--- config.mk ---
export PLATFORM = sky130hd
export DESIGN_NAME = sqcn_top
export DESIGN_NICKNAME = d
export VERILOG_FILES = /design/src/sqcn_pkg.sv /design/src/sqcn_mem_if.sv /design/src/sqcn_mem_port.sv /design/src/sqcn_top.sv
export SDC_FILE = /design/constraint.sdc
export NUM_CORES = 1
export LEC_CHECK = 0
export BUFFER_PORTS_ARGS = -buffer_cell sky130_fd_sc_hd__buf_2
export CORE_MARGIN = 4
export CORE_UTILIZATION = 55
export DETAILED_ROUTE_END_ITERATION = 8
export PLACE_DENSITY = 0.78
export RECOVER_POWER = 25
export SLEW_MARGIN = 40
export SYNTH_ARGS = -nofsm -noshare
export SYNTH_HDL_FRONTEND = slang
export SYNTH_SLANG_ARGS = --single-unit
--- constraint.sdc ---
create_clock -name SYS_CLK -period 5 [get_ports SYS_CLK]
set_input_delay 0 -clock SYS_CLK [delete_from_list [all_inputs] [get_ports SYS_CLK]]
set_output_delay 0 -clock SYS_CLK [all_outputs]
set_load 0.02 [all_outputs]
--- src/sqcn_pkg.sv ---
// Constants and types shared by the split queue completion notifier.
`default_nettype none
package sqcn_pkg;
    // ----------------------------------------------------------------
    // Widths
    // ----------------------------------------------------------------
    localparam int DATA_W = 32;
    localparam int IDX_W  = 16;
    localparam int BE_W   = 4;
    // ----------------------------------------------------------------
    // Register map, byte offsets
    // ----------------------------------------------------------------
    localparam logic [7:0] REG_CTRL        = 8'h00;
    localparam logic [7:0] REG_USED_BASE   = 8'h04;
    localparam logic [7:0] REG_AVAIL_BASE  = 8'h08;
    localparam logic [7:0] REG_QSIZE       = 8'h0C;
    localparam logic [7:0] REG_KICK_THRESH = 8'h10;
    localparam logic [7:0] REG_STATUS      = 8'h14;
    localparam logic [7:0] REG_NOTIFY_CNT  = 8'h18;
    localparam logic [7:0] REG_KICK_CNT    = 8'h1C;
    // ----------------------------------------------------------------
    // Control and status fields
    // ----------------------------------------------------------------
    localparam int CTRL_EN_BIT     = 0;
    localparam int CTRL_EVT_BIT    = 1;
    localparam int CTRL_INORD_BIT  = 2;
    localparam int CTRL_NOKICK_BIT = 3;
    localparam int CTRL_W          = 4;
    localparam int STAT_BUSY_BIT   = 16;
    localparam logic [CTRL_W-1:0] CTRL_RST  = 4'h0;
    localparam logic [IDX_W-1:0]  QSIZE_RST = 16'h0100;
    // ----------------------------------------------------------------
    // Ring layout, byte offsets within a ring
    // ----------------------------------------------------------------
    localparam int RING_OFS       = 4;
    localparam int USED_ELEM_SH   = 3;
    localparam int USED_LEN_OFS   = 4;
    localparam int AVAIL_ENT_SH   = 1;
    localparam logic [15:0] FLAG_NO_NOTIFY = 16'h0001;
    localparam logic [BE_W-1:0] BE_WORD = 4'hF;
    localparam logic [BE_W-1:0] BE_LOW  = 4'h3;
    // ----------------------------------------------------------------
    // Engine states
    // ----------------------------------------------------------------
    typedef enum logic [2:0] {
        ST_IDLE, ST_HEAD, ST_LEN, ST_KTHR, ST_IDX, ST_FLAGS, ST_UEVT,
        ST_DECIDE
    } sqcn_state_type;
endpackage
`default_nettype wire

--- src/sqcn_mem_if.sv ---
// Request and answer bundle between the engine and its memory port.
`default_nettype none
interface sqcn_mem_if #(parameter int ADDR_W = 32);
    import sqcn_pkg::*;
    logic              start;
    logic              we;
    logic [ADDR_W-1:0] addr;
    logic [DATA_W-1:0] wdata;
    logic [BE_W-1:0]   be;
    logic              done;
    logic [DATA_W-1:0] rdata;
    modport engine (output start, we, addr, wdata, be,
                    input  done, rdata);
    modport port   (input  start, we, addr, wdata, be,
                    output done, rdata);
endinterface
`default_nettype wire

--- src/sqcn_mem_port.sv ---
// Single-outstanding memory master that serves one engine request.
`default_nettype none
module sqcn_mem_port
    import sqcn_pkg::*;
#(
    parameter int ADDR_W = 32
) (
    // Clock and reset
    input  wire logic              clk,
    input  wire logic              rst_b,
    // Engine side
    sqcn_mem_if.port               req,
    // Memory bus
    output logic                   mem_req,
    output logic                   mem_we,
    output logic [ADDR_W-1:0]      mem_addr,
    output logic [DATA_W-1:0]      mem_wdata,
    output logic [BE_W-1:0]        mem_be,
    input  wire logic              mem_gnt,
    input  wire logic              mem_rvalid,
    input  wire logic [DATA_W-1:0] mem_rdata
);
    typedef struct packed {
        logic              req;
        logic              wait_rd;
        logic              we;
        logic [ADDR_W-1:0] addr;
        logic [DATA_W-1:0] wdata;
        logic [BE_W-1:0]   be;
        logic              done;
        logic [DATA_W-1:0] rdata;
    } sqcn_port_type;

    sqcn_port_type s_r;
    sqcn_port_type s_nxt;

    always_comb begin
        s_nxt      = s_r;
        s_nxt.done = 1'b0;
        if (req.start) begin
            s_nxt.req   = 1'b1;
            s_nxt.we    = req.we;
            s_nxt.addr  = req.addr;
            s_nxt.wdata = req.wdata;
            s_nxt.be    = req.be;
        end else if (s_r.req && mem_gnt) begin
            s_nxt.req     = 1'b0;
            // A write counts as visible once the bus has granted it.
            s_nxt.done    = s_r.we;
            s_nxt.wait_rd = !s_r.we;
        end else if (s_r.wait_rd && mem_rvalid) begin
            s_nxt.wait_rd = 1'b0;
            s_nxt.done    = 1'b1;
            s_nxt.rdata   = mem_rdata;
        end
    end

    always_ff @(posedge clk or negedge rst_b) begin
        if (!rst_b) begin
            s_r <= '0;
        end else begin
            s_r <= s_nxt;
        end
    end

    assign mem_req   = s_r.req;
    assign mem_we    = s_r.we;
    assign mem_addr  = s_r.addr;
    assign mem_wdata = s_r.wdata;
    assign mem_be    = s_r.be;
    assign req.done  = s_r.done;
    assign req.rdata = s_r.rdata;
endmodule
`default_nettype wire

--- src/sqcn_top.sv ---
// Split queue used-ring writer with notification decisions.
// Function
// - No event index: notify when driver flags zero.
// - No event index: ignore driver completion threshold.
// - Event index: ignore low bit of driver flags.
// - Event index: notify when used index moves past threshold.
// - Device tolerates unwanted kicks from the driver.
// - Used ring: flags, index, elements, kick threshold.
// - Element carries chain head and bytes written.
// - Used index starts at zero, only increases.
// - Byte count stored before the index advances.
// - Data written before the used index advances.
// - Device may write more than it reports.
// - In order: one element, index advances by batch.
// - Skipped buffers are fully used beforehand.
// - No event index: used flags zero or one.
// - Event index: flags zero, kick threshold published.
//
// Decided for this implementation: the address map and strobed register access.
`default_nettype none
module sqcn_top
    import sqcn_pkg::*;
#(
    parameter int ADDR_W = 32
) (
    // Clock and reset
    input  wire logic              SYS_CLK,
    input  wire logic              RST_B,
    // Register port
    input  wire logic [7:0]        REG_ADDR,
    input  wire logic [DATA_W-1:0] REG_WDATA,
    input  wire logic              REG_WR,
    input  wire logic              REG_RD,
    output logic [DATA_W-1:0]      REG_RDATA,
    // Completions from the data path
    input  wire logic              COMP_VALID,
    output logic                   COMP_READY,
    input  wire logic [DATA_W-1:0] COMP_CHAIN_HEAD_REF,
    input  wire logic [DATA_W-1:0] COMP_LEN,
    input  wire logic [IDX_W-1:0]  COMP_BATCH,
    // Driver signalling
    input  wire logic              KICK_IN,
    output logic                   NOTIFY,
    // Guest memory bus
    output logic                   MEM_REQ,
    output logic                   MEM_WE,
    output logic [ADDR_W-1:0]      MEM_ADDR,
    output logic [DATA_W-1:0]      MEM_WDATA,
    output logic [BE_W-1:0]        MEM_BE,
    input  wire logic              MEM_GNT,
    input  wire logic              MEM_RVALID,
    input  wire logic [DATA_W-1:0] MEM_RDATA
);
    if (ADDR_W < 20 || ADDR_W > DATA_W) begin : g_chk
        $error("ADDR_W must lie between 20 and DATA_W");
    end

    typedef struct packed {
        sqcn_state_type    st;
        logic              issued;
        logic [CTRL_W-1:0] ctrl;
        logic [ADDR_W-1:0] used_base;
        logic [ADDR_W-1:0] avail_base;
        logic [IDX_W-1:0]  qsize;
        logic [IDX_W-1:0]  kick_thresh;
        logic [IDX_W-1:0]  used_idx;
        logic [DATA_W-1:0] head;
        logic [DATA_W-1:0] len;
        logic [IDX_W-1:0]  batch;
        logic [15:0]       drv_flags;
        logic [IDX_W-1:0]  drv_thresh;
        logic [DATA_W-1:0] notify_cnt;
        logic [DATA_W-1:0] kick_cnt;
        logic [2:0]        kick_sync;
        logic              comp_ready;
        logic              notify;
        logic [DATA_W-1:0] rdata;
        logic              start;
        logic              we;
        logic [ADDR_W-1:0] addr;
        logic [DATA_W-1:0] wdata;
        logic [BE_W-1:0]   be;
    } sqcn_core_type;

    sqcn_core_type s_r;
    sqcn_core_type s_nxt;

    sqcn_mem_if #(.ADDR_W(ADDR_W)) mem ();

    sqcn_mem_port #(.ADDR_W(ADDR_W)) u_port (
        .clk        (SYS_CLK),
        .rst_b      (RST_B),
        .req        (mem.port),
        .mem_req    (MEM_REQ),
        .mem_we     (MEM_WE),
        .mem_addr   (MEM_ADDR),
        .mem_wdata  (MEM_WDATA),
        .mem_be     (MEM_BE),
        .mem_gnt    (MEM_GNT),
        .mem_rvalid (MEM_RVALID),
        .mem_rdata  (MEM_RDATA)
    );

    // ----------------------------------------------------------------
    // Address arithmetic
    // ----------------------------------------------------------------
    logic [IDX_W-1:0]  slot;
    logic [ADDR_W-1:0] elem_addr;
    logic [ADDR_W-1:0] kthr_addr;
    logic [ADDR_W-1:0] uevt_addr;
    logic [IDX_W-1:0]  new_idx;
    logic [IDX_W-1:0]  evt_dist;
    logic [15:0]       used_flags;
    logic              evt_mode;
    logic              go;

    always_comb begin
        evt_mode  = s_r.ctrl[CTRL_EVT_BIT];
        slot      = s_r.used_idx & (s_r.qsize - 16'h0001);
        elem_addr = s_r.used_base + ADDR_W'(RING_OFS)
                  + (ADDR_W'(slot) << USED_ELEM_SH);
        kthr_addr = s_r.used_base + ADDR_W'(RING_OFS)
                  + (ADDR_W'(s_r.qsize) << USED_ELEM_SH);
        uevt_addr = s_r.avail_base + ADDR_W'(RING_OFS)
                  + (ADDR_W'(s_r.qsize) << AVAIL_ENT_SH);
        new_idx   = s_r.used_idx + s_r.batch;
        evt_dist  = s_r.drv_thresh - s_r.used_idx;
        used_flags = (!evt_mode && s_r.ctrl[CTRL_NOKICK_BIT])
                   ? FLAG_NO_NOTIFY : 16'h0000;
    end

    // ----------------------------------------------------------------
    // Engine, register port and kick counter
    // ----------------------------------------------------------------
    always_comb begin
        s_nxt        = s_r;
        s_nxt.start  = 1'b0;
        s_nxt.notify = 1'b0;
        s_nxt.rdata  = '0;
        go           = 1'b0;
        s_nxt.kick_sync = {s_r.kick_sync[1:0], KICK_IN};
        if (s_r.kick_sync[1] && !s_r.kick_sync[2]) begin
            s_nxt.kick_cnt = s_r.kick_cnt + 32'h0000_0001;
        end

        if (REG_WR) begin
            unique case (REG_ADDR)
                REG_CTRL:        s_nxt.ctrl = REG_WDATA[CTRL_W-1:0];
                REG_USED_BASE:   s_nxt.used_base = REG_WDATA[ADDR_W-1:0];
                REG_AVAIL_BASE:  s_nxt.avail_base = REG_WDATA[ADDR_W-1:0];
                REG_QSIZE:       s_nxt.qsize = REG_WDATA[IDX_W-1:0];
                REG_KICK_THRESH: s_nxt.kick_thresh = REG_WDATA[IDX_W-1:0];
                default: ;
            endcase
        end
        if (REG_RD) begin
            unique case (REG_ADDR)
                REG_CTRL:        s_nxt.rdata = DATA_W'(s_r.ctrl);
                REG_USED_BASE:   s_nxt.rdata = DATA_W'(s_r.used_base);
                REG_AVAIL_BASE:  s_nxt.rdata = DATA_W'(s_r.avail_base);
                REG_QSIZE:       s_nxt.rdata = DATA_W'(s_r.qsize);
                REG_KICK_THRESH: s_nxt.rdata = DATA_W'(s_r.kick_thresh);
                REG_STATUS: begin
                    s_nxt.rdata = DATA_W'(s_r.used_idx);
                    s_nxt.rdata[STAT_BUSY_BIT] = (s_r.st != ST_IDLE);
                end
                REG_NOTIFY_CNT:  s_nxt.rdata = s_r.notify_cnt;
                REG_KICK_CNT:    s_nxt.rdata = s_r.kick_cnt;
                default:         s_nxt.rdata = '0;
            endcase
        end

        // A memory step is issued once, then waits for its answer.
        if (s_r.st != ST_IDLE && s_r.st != ST_DECIDE) begin
            if (!s_r.issued) begin
                s_nxt.issued = 1'b1;
                s_nxt.start  = 1'b1;
            end else if (mem.done) begin
                s_nxt.issued = 1'b0;
                go           = 1'b1;
            end
        end

        unique case (s_r.st)
            ST_IDLE: begin
                s_nxt.comp_ready = s_r.ctrl[CTRL_EN_BIT];
                if (COMP_VALID && s_r.comp_ready) begin
                    s_nxt.comp_ready = 1'b0;
                    s_nxt.head  = COMP_CHAIN_HEAD_REF;
                    s_nxt.len   = COMP_LEN;
                    s_nxt.batch = (s_r.ctrl[CTRL_INORD_BIT]
                                   && COMP_BATCH != 16'h0000)
                                ? COMP_BATCH : 16'h0001;
                    s_nxt.st    = ST_HEAD;
                    s_nxt.we    = 1'b1;
                    s_nxt.be    = BE_WORD;
                    s_nxt.addr  = elem_addr;
                    s_nxt.wdata = COMP_CHAIN_HEAD_REF;
                end
            end
            ST_HEAD: if (go) begin
                s_nxt.st    = ST_LEN;
                s_nxt.addr  = elem_addr + ADDR_W'(USED_LEN_OFS);
                s_nxt.wdata = s_r.len;
            end
            ST_LEN: if (go) begin
                if (evt_mode) begin
                    s_nxt.st    = ST_KTHR;
                    s_nxt.be    = BE_LOW;
                    s_nxt.addr  = kthr_addr;
                    s_nxt.wdata = DATA_W'(s_r.kick_thresh);
                end else begin
                    s_nxt.st    = ST_IDX;
                    s_nxt.addr  = s_r.used_base;
                    s_nxt.wdata = {new_idx, used_flags};
                end
            end
            ST_KTHR: if (go) begin
                s_nxt.st    = ST_IDX;
                s_nxt.be    = BE_WORD;
                s_nxt.addr  = s_r.used_base;
                s_nxt.wdata = {new_idx, used_flags};
            end
            ST_IDX: if (go) begin
                s_nxt.st   = ST_FLAGS;
                s_nxt.we   = 1'b0;
                s_nxt.addr = s_r.avail_base;
            end
            ST_FLAGS: if (go) begin
                s_nxt.drv_flags = mem.rdata[15:0];
                if (evt_mode) begin
                    s_nxt.st   = ST_UEVT;
                    s_nxt.addr = {uevt_addr[ADDR_W-1:2], 2'b00};
                end else begin
                    s_nxt.st   = ST_DECIDE;
                end
            end
            ST_UEVT: if (go) begin
                s_nxt.drv_thresh = uevt_addr[1] ? mem.rdata[31:16]
                                                : mem.rdata[15:0];
                s_nxt.st = ST_DECIDE;
            end
            ST_DECIDE: begin
                if (evt_mode) begin
                    s_nxt.notify = (evt_dist < s_r.batch);
                end else begin
                    s_nxt.notify = (s_r.drv_flags == 16'h0000);
                end
                if (s_nxt.notify) begin
                    s_nxt.notify_cnt = s_r.notify_cnt + 32'h0000_0001;
                end
                s_nxt.used_idx   = new_idx;
                s_nxt.comp_ready = s_r.ctrl[CTRL_EN_BIT];
                s_nxt.st         = ST_IDLE;
            end
        endcase
    end

    always_ff @(posedge SYS_CLK or negedge RST_B) begin
        if (!RST_B) begin
            s_r       <= '0;
            s_r.st    <= ST_IDLE;
            s_r.ctrl  <= CTRL_RST;
            s_r.qsize <= QSIZE_RST;
        end else begin
            s_r <= s_nxt;
        end
    end

    // ----------------------------------------------------------------
    // Outputs
    // ----------------------------------------------------------------
    assign mem.start  = s_r.start;
    assign mem.we     = s_r.we;
    assign mem.addr   = s_r.addr;
    assign mem.wdata  = s_r.wdata;
    assign mem.be     = s_r.be;
    assign REG_RDATA  = s_r.rdata;
    assign COMP_READY = s_r.comp_ready;
    assign NOTIFY     = s_r.notify;
endmodule
`default_nettype wire

==> flow_metrics.tcl <==
set metrics [dict create \
    layout_common_cells "dfrtp_1 (470), nand2_1 (345), mux2_2 (227)" \
    first_pass_iters 8 \
    synthFlopType "dfrtp_1" \
    ys_ff_latch 471 \
    grt_antenna_before_repair 8 \
    port_buffers 263 \
    vdd_drop_max_mv 0.3786 \
    clock_latency_ns 0.61 \
    dieArea_sq_um 54700 \
    final_net_count 3575 \
    wl_per_cell_um 24.24 \
    combPwrFrac 0.438 \
    place_ws_ns -0.07076 \
    min_path_type "in -> reg" \
    core_area_sq_um 50270 \
    synth_area_per_cell_sq_um 9.712 \
    rsz0062_at_grt "true" \
    initial_utilization 0.5581 \
    startpoint_type "flip-flop" \
    yosys_warnings 0 \
    cts.path.max_buffers 3 \
    layout-drive-gt1-share 0.2160 \
    drt-initial-drc-count 3008 \
    period_share 0.9679 \
    relSlewSlack -0.6327 \
    p_sw_frac 0.4066 \
    syn_nets 3171 \
    wl_um 97240 \
    p_per_area_nw_per_um2 509.3 \
    synthArstFlopShare 1.000 \
    crit_path_start "s_r[318]$_DFFE_PN0P_" \
    post-route-util 0.6744 \
    switchingPower_mw 7.020 \
    hold_violations 0 \
    setup_viol 0 \
    ios 264 \
    die_h_um 233.9 \
    syn-cell-area_sq_um 28060 \
    finalClockSkew_ns 0.02083 \
    track_usage 0.3495 \
    path_class "reg -> reg" \
    synth.distinct_cells 91 \
    final_cell_count_no_fill 4011 \
    drc 0 \
    gp_congestion 0.9949 \
    cp.required_ns 5.46 \
    ant_nets 0 \
    grt_first_pass_wirelength_um 148200 \
    std_cell_rows 82 \
    hpwl_um 68960 \
    num-fill-cells 3829 \
    drv_cap 3 \
    grt_pass1_vias 24920 \
    cp-end-kind "flip-flop" \
    chipWidth_um 233.9 \
    fmax_ghz 0.2066 \
    clkTransAtPathRegs_ns 0.07 \
    synth_cells 2889 \
    p_int_mw 10.25 \
    h-tree-depth 2 \
    tightest_slew_ns 2.449 \
    worstPathArrival_ns 5.30 \
    vias_per_cell 6.344 \
    total_power_mw 17.27 \
    seqCellArea_sq_um 11790 \
    hp-start "KICK_IN" \
    multi_input_area_sq_um 15080 \
    violations "max-capacitance violations, max-slew violations" \
    final_common_cell "dfrtp_1" \
    cp_max_fo 6 \
    synth.largest_area_cell "dfrtp_1" \
    fin_crit_ns 4.840 \
    power_leakage_nw 15.56 \
    root_buffer "clkbuf_16" \
    clkPwrFrac 0.238 \
    synth_edf_count 0 \
    r2r_start "s_r[318]$_DFFE_PN0P_" \
    synthDominantCellAreaShare 0.4192 \
    grt_overflow_total 0 \
    cts.sinks 471 \
    synth.area.top_cells "dfrtp_1 (42%), mux2_2 (9.1%), ha_1 (5.2%), nand2_1 (4.7%), o21ai_0 (3.7%)" \
    maxSlewViolCount 154 \
    fin_tns_setup_ns 0 \
    seqPwrFrac 0.325 \
    cts_tree "done" \
    finalWorstSetupSlack_ns 0.1603 \
    yosysSeqAreaShare 0.4201 \
    vias 25440 \
    cts_buffers 49 \
    grt_max_degree 155 \
    status "finished, violations left" \
    dp_cells 3741 \
    syn_to_final_growth_pct 20.84 \
]
-- kinds of logic after synthesis --
group,after synthesis,share of synthesized area
flops,471,0.4201
simple gates,845,0.1459
xor+xnor,208,0.06546
compound gates,681,0.1580
buf+inv,313,0.05583
mux,249,0.09895
fa+ha+maj,122,0.05574
-- worst max-delay path: stages, from the launching register on --
cell	delay (ns)
dfrtp_1	0.38
or4_4	0.59
nor4_1	0.29
xnor2_1	0.16
nor2_1	0.09
ha_1	0.38
and3_1	0.22
o211a_1	0.13
nor3_1	0.19
xor2_1	0.13
buf_4	0.16
or4_1	0.62
a2111oi_4	0.27
nand3_2	0.14
or4_4	0.46
o31a_1	0.25
o21ai_1	0.13
a31oi_1	0.09
-- cell type report --
cell class                 count  share of cell area
multi-input combinational   2105              0.4446
sequential                   471              0.3477
timing repair buffer         582              0.1193
clock buffer                  66             0.04251
tap                          672             0.02480
clock inverter                25             0.01137
inverter                      84            0.009299
antenna                        6           0.0004428
-- synthesized netlist by cell type (10+ instances only) --
cell / n
a31oi_1: 30
nor4_1: 30
nand2_1: 349
mux2i_1: 22
nor3_1: 57
nor2_1: 145
dfrtp_1: 470
and3_1: 29
o31ai_1: 18
a221oi_1: 31
xnor2_1: 116
or4_1: 10
buf_1: 13
clkbuf_1: 108
a21oi_1: 122
mux2_2: 227
nand3_1: 62
o211ai_1: 19
nor3b_1: 10
and2_1: 23
o21ai_0: 206
a211oi_1: 13
nand4_1: 37
a222oi_1: 13
a21o_1: 33
or3_1: 12
nor2b_1: 13
ha_1: 117
inv_1: 84
xor2_1: 90
nand2b_1: 18
o22ai_1: 15
a22oi_1: 67
buf_4: 100
or2_2: 10
o21a_1: 12
-- flip-flops by register name, indices dropped and copies added (netlist names), 32 cells and up --
name	flops
mem.addr	32
u_port.mem_wdata	32
mem.wdata	32
u_port.req.rdata	32
REG_RDATA	32
u_port.mem_addr	32
s_r	264
-- layer usage --
metal  track usage  wire (um)  part of all wire  up-vias
li1              -          -                 -    11170
met1        0.4936      39540              0.41    12440
met2        0.5379      43250              0.44     1562
met3       0.07131      10370              0.11      272
met4        0.1264       4051             0.042        4
met5             0         32           0.00033        -
-- power groups by stage --
stage | Combinational [mW] | Clock, mW | Sequential, mW
finish | 7.56 | 4.10 | 5.61
global placement | 6.81 | 0 | 5.55
CTS | 7.30 | 4.14 | 5.55
global route | 8.20 | 4.30 | 5.69
floorplan | 5.09 | 0 | 5.32
detailed placement | 7.05 | 0 | 5.61
-- through the flow --
step                hold slack (ns)  area, sq um
floorplan                   -0.2956        28090
global placement            0.01683        30190
detailed placement          0.02627        30270
CTS                         0.01690        33780
global route                0.05907        33900
finish                      0.05585        33910
-- final timing paths --
path | to | slack, ns | cells after the start
hold / removal | s_nxt[105]$_DFF_PN0_ | 0.06 | 2
setup / recovery | mem.addr[29]$_DFFE_PN0P_ | 0.16 | 17
setup reg to reg | mem.addr[29]$_DFFE_PN0P_ | 0.16 | 17
min in group asynchronous | REG_RDATA[2]$_DFF_PN0_ | 1.23 | 3
max in group asynchronous | u_port.mem_addr[1]$_DFFE_PN0P_ | 0.79 | 5
hold reg to reg | s_nxt[106]$_DFF_PN0_ | 0.36 | 0
-- what timing repair did --
action,CTS,global route
endpoints found under the setup margin,4,40
setup buffers,0,5
hold endpoints to repair,367,0
hold buffers,167,0
resized for setup,2,47
pin swaps,0,13
Note: power is estimated with default switching activity, not from simulation.
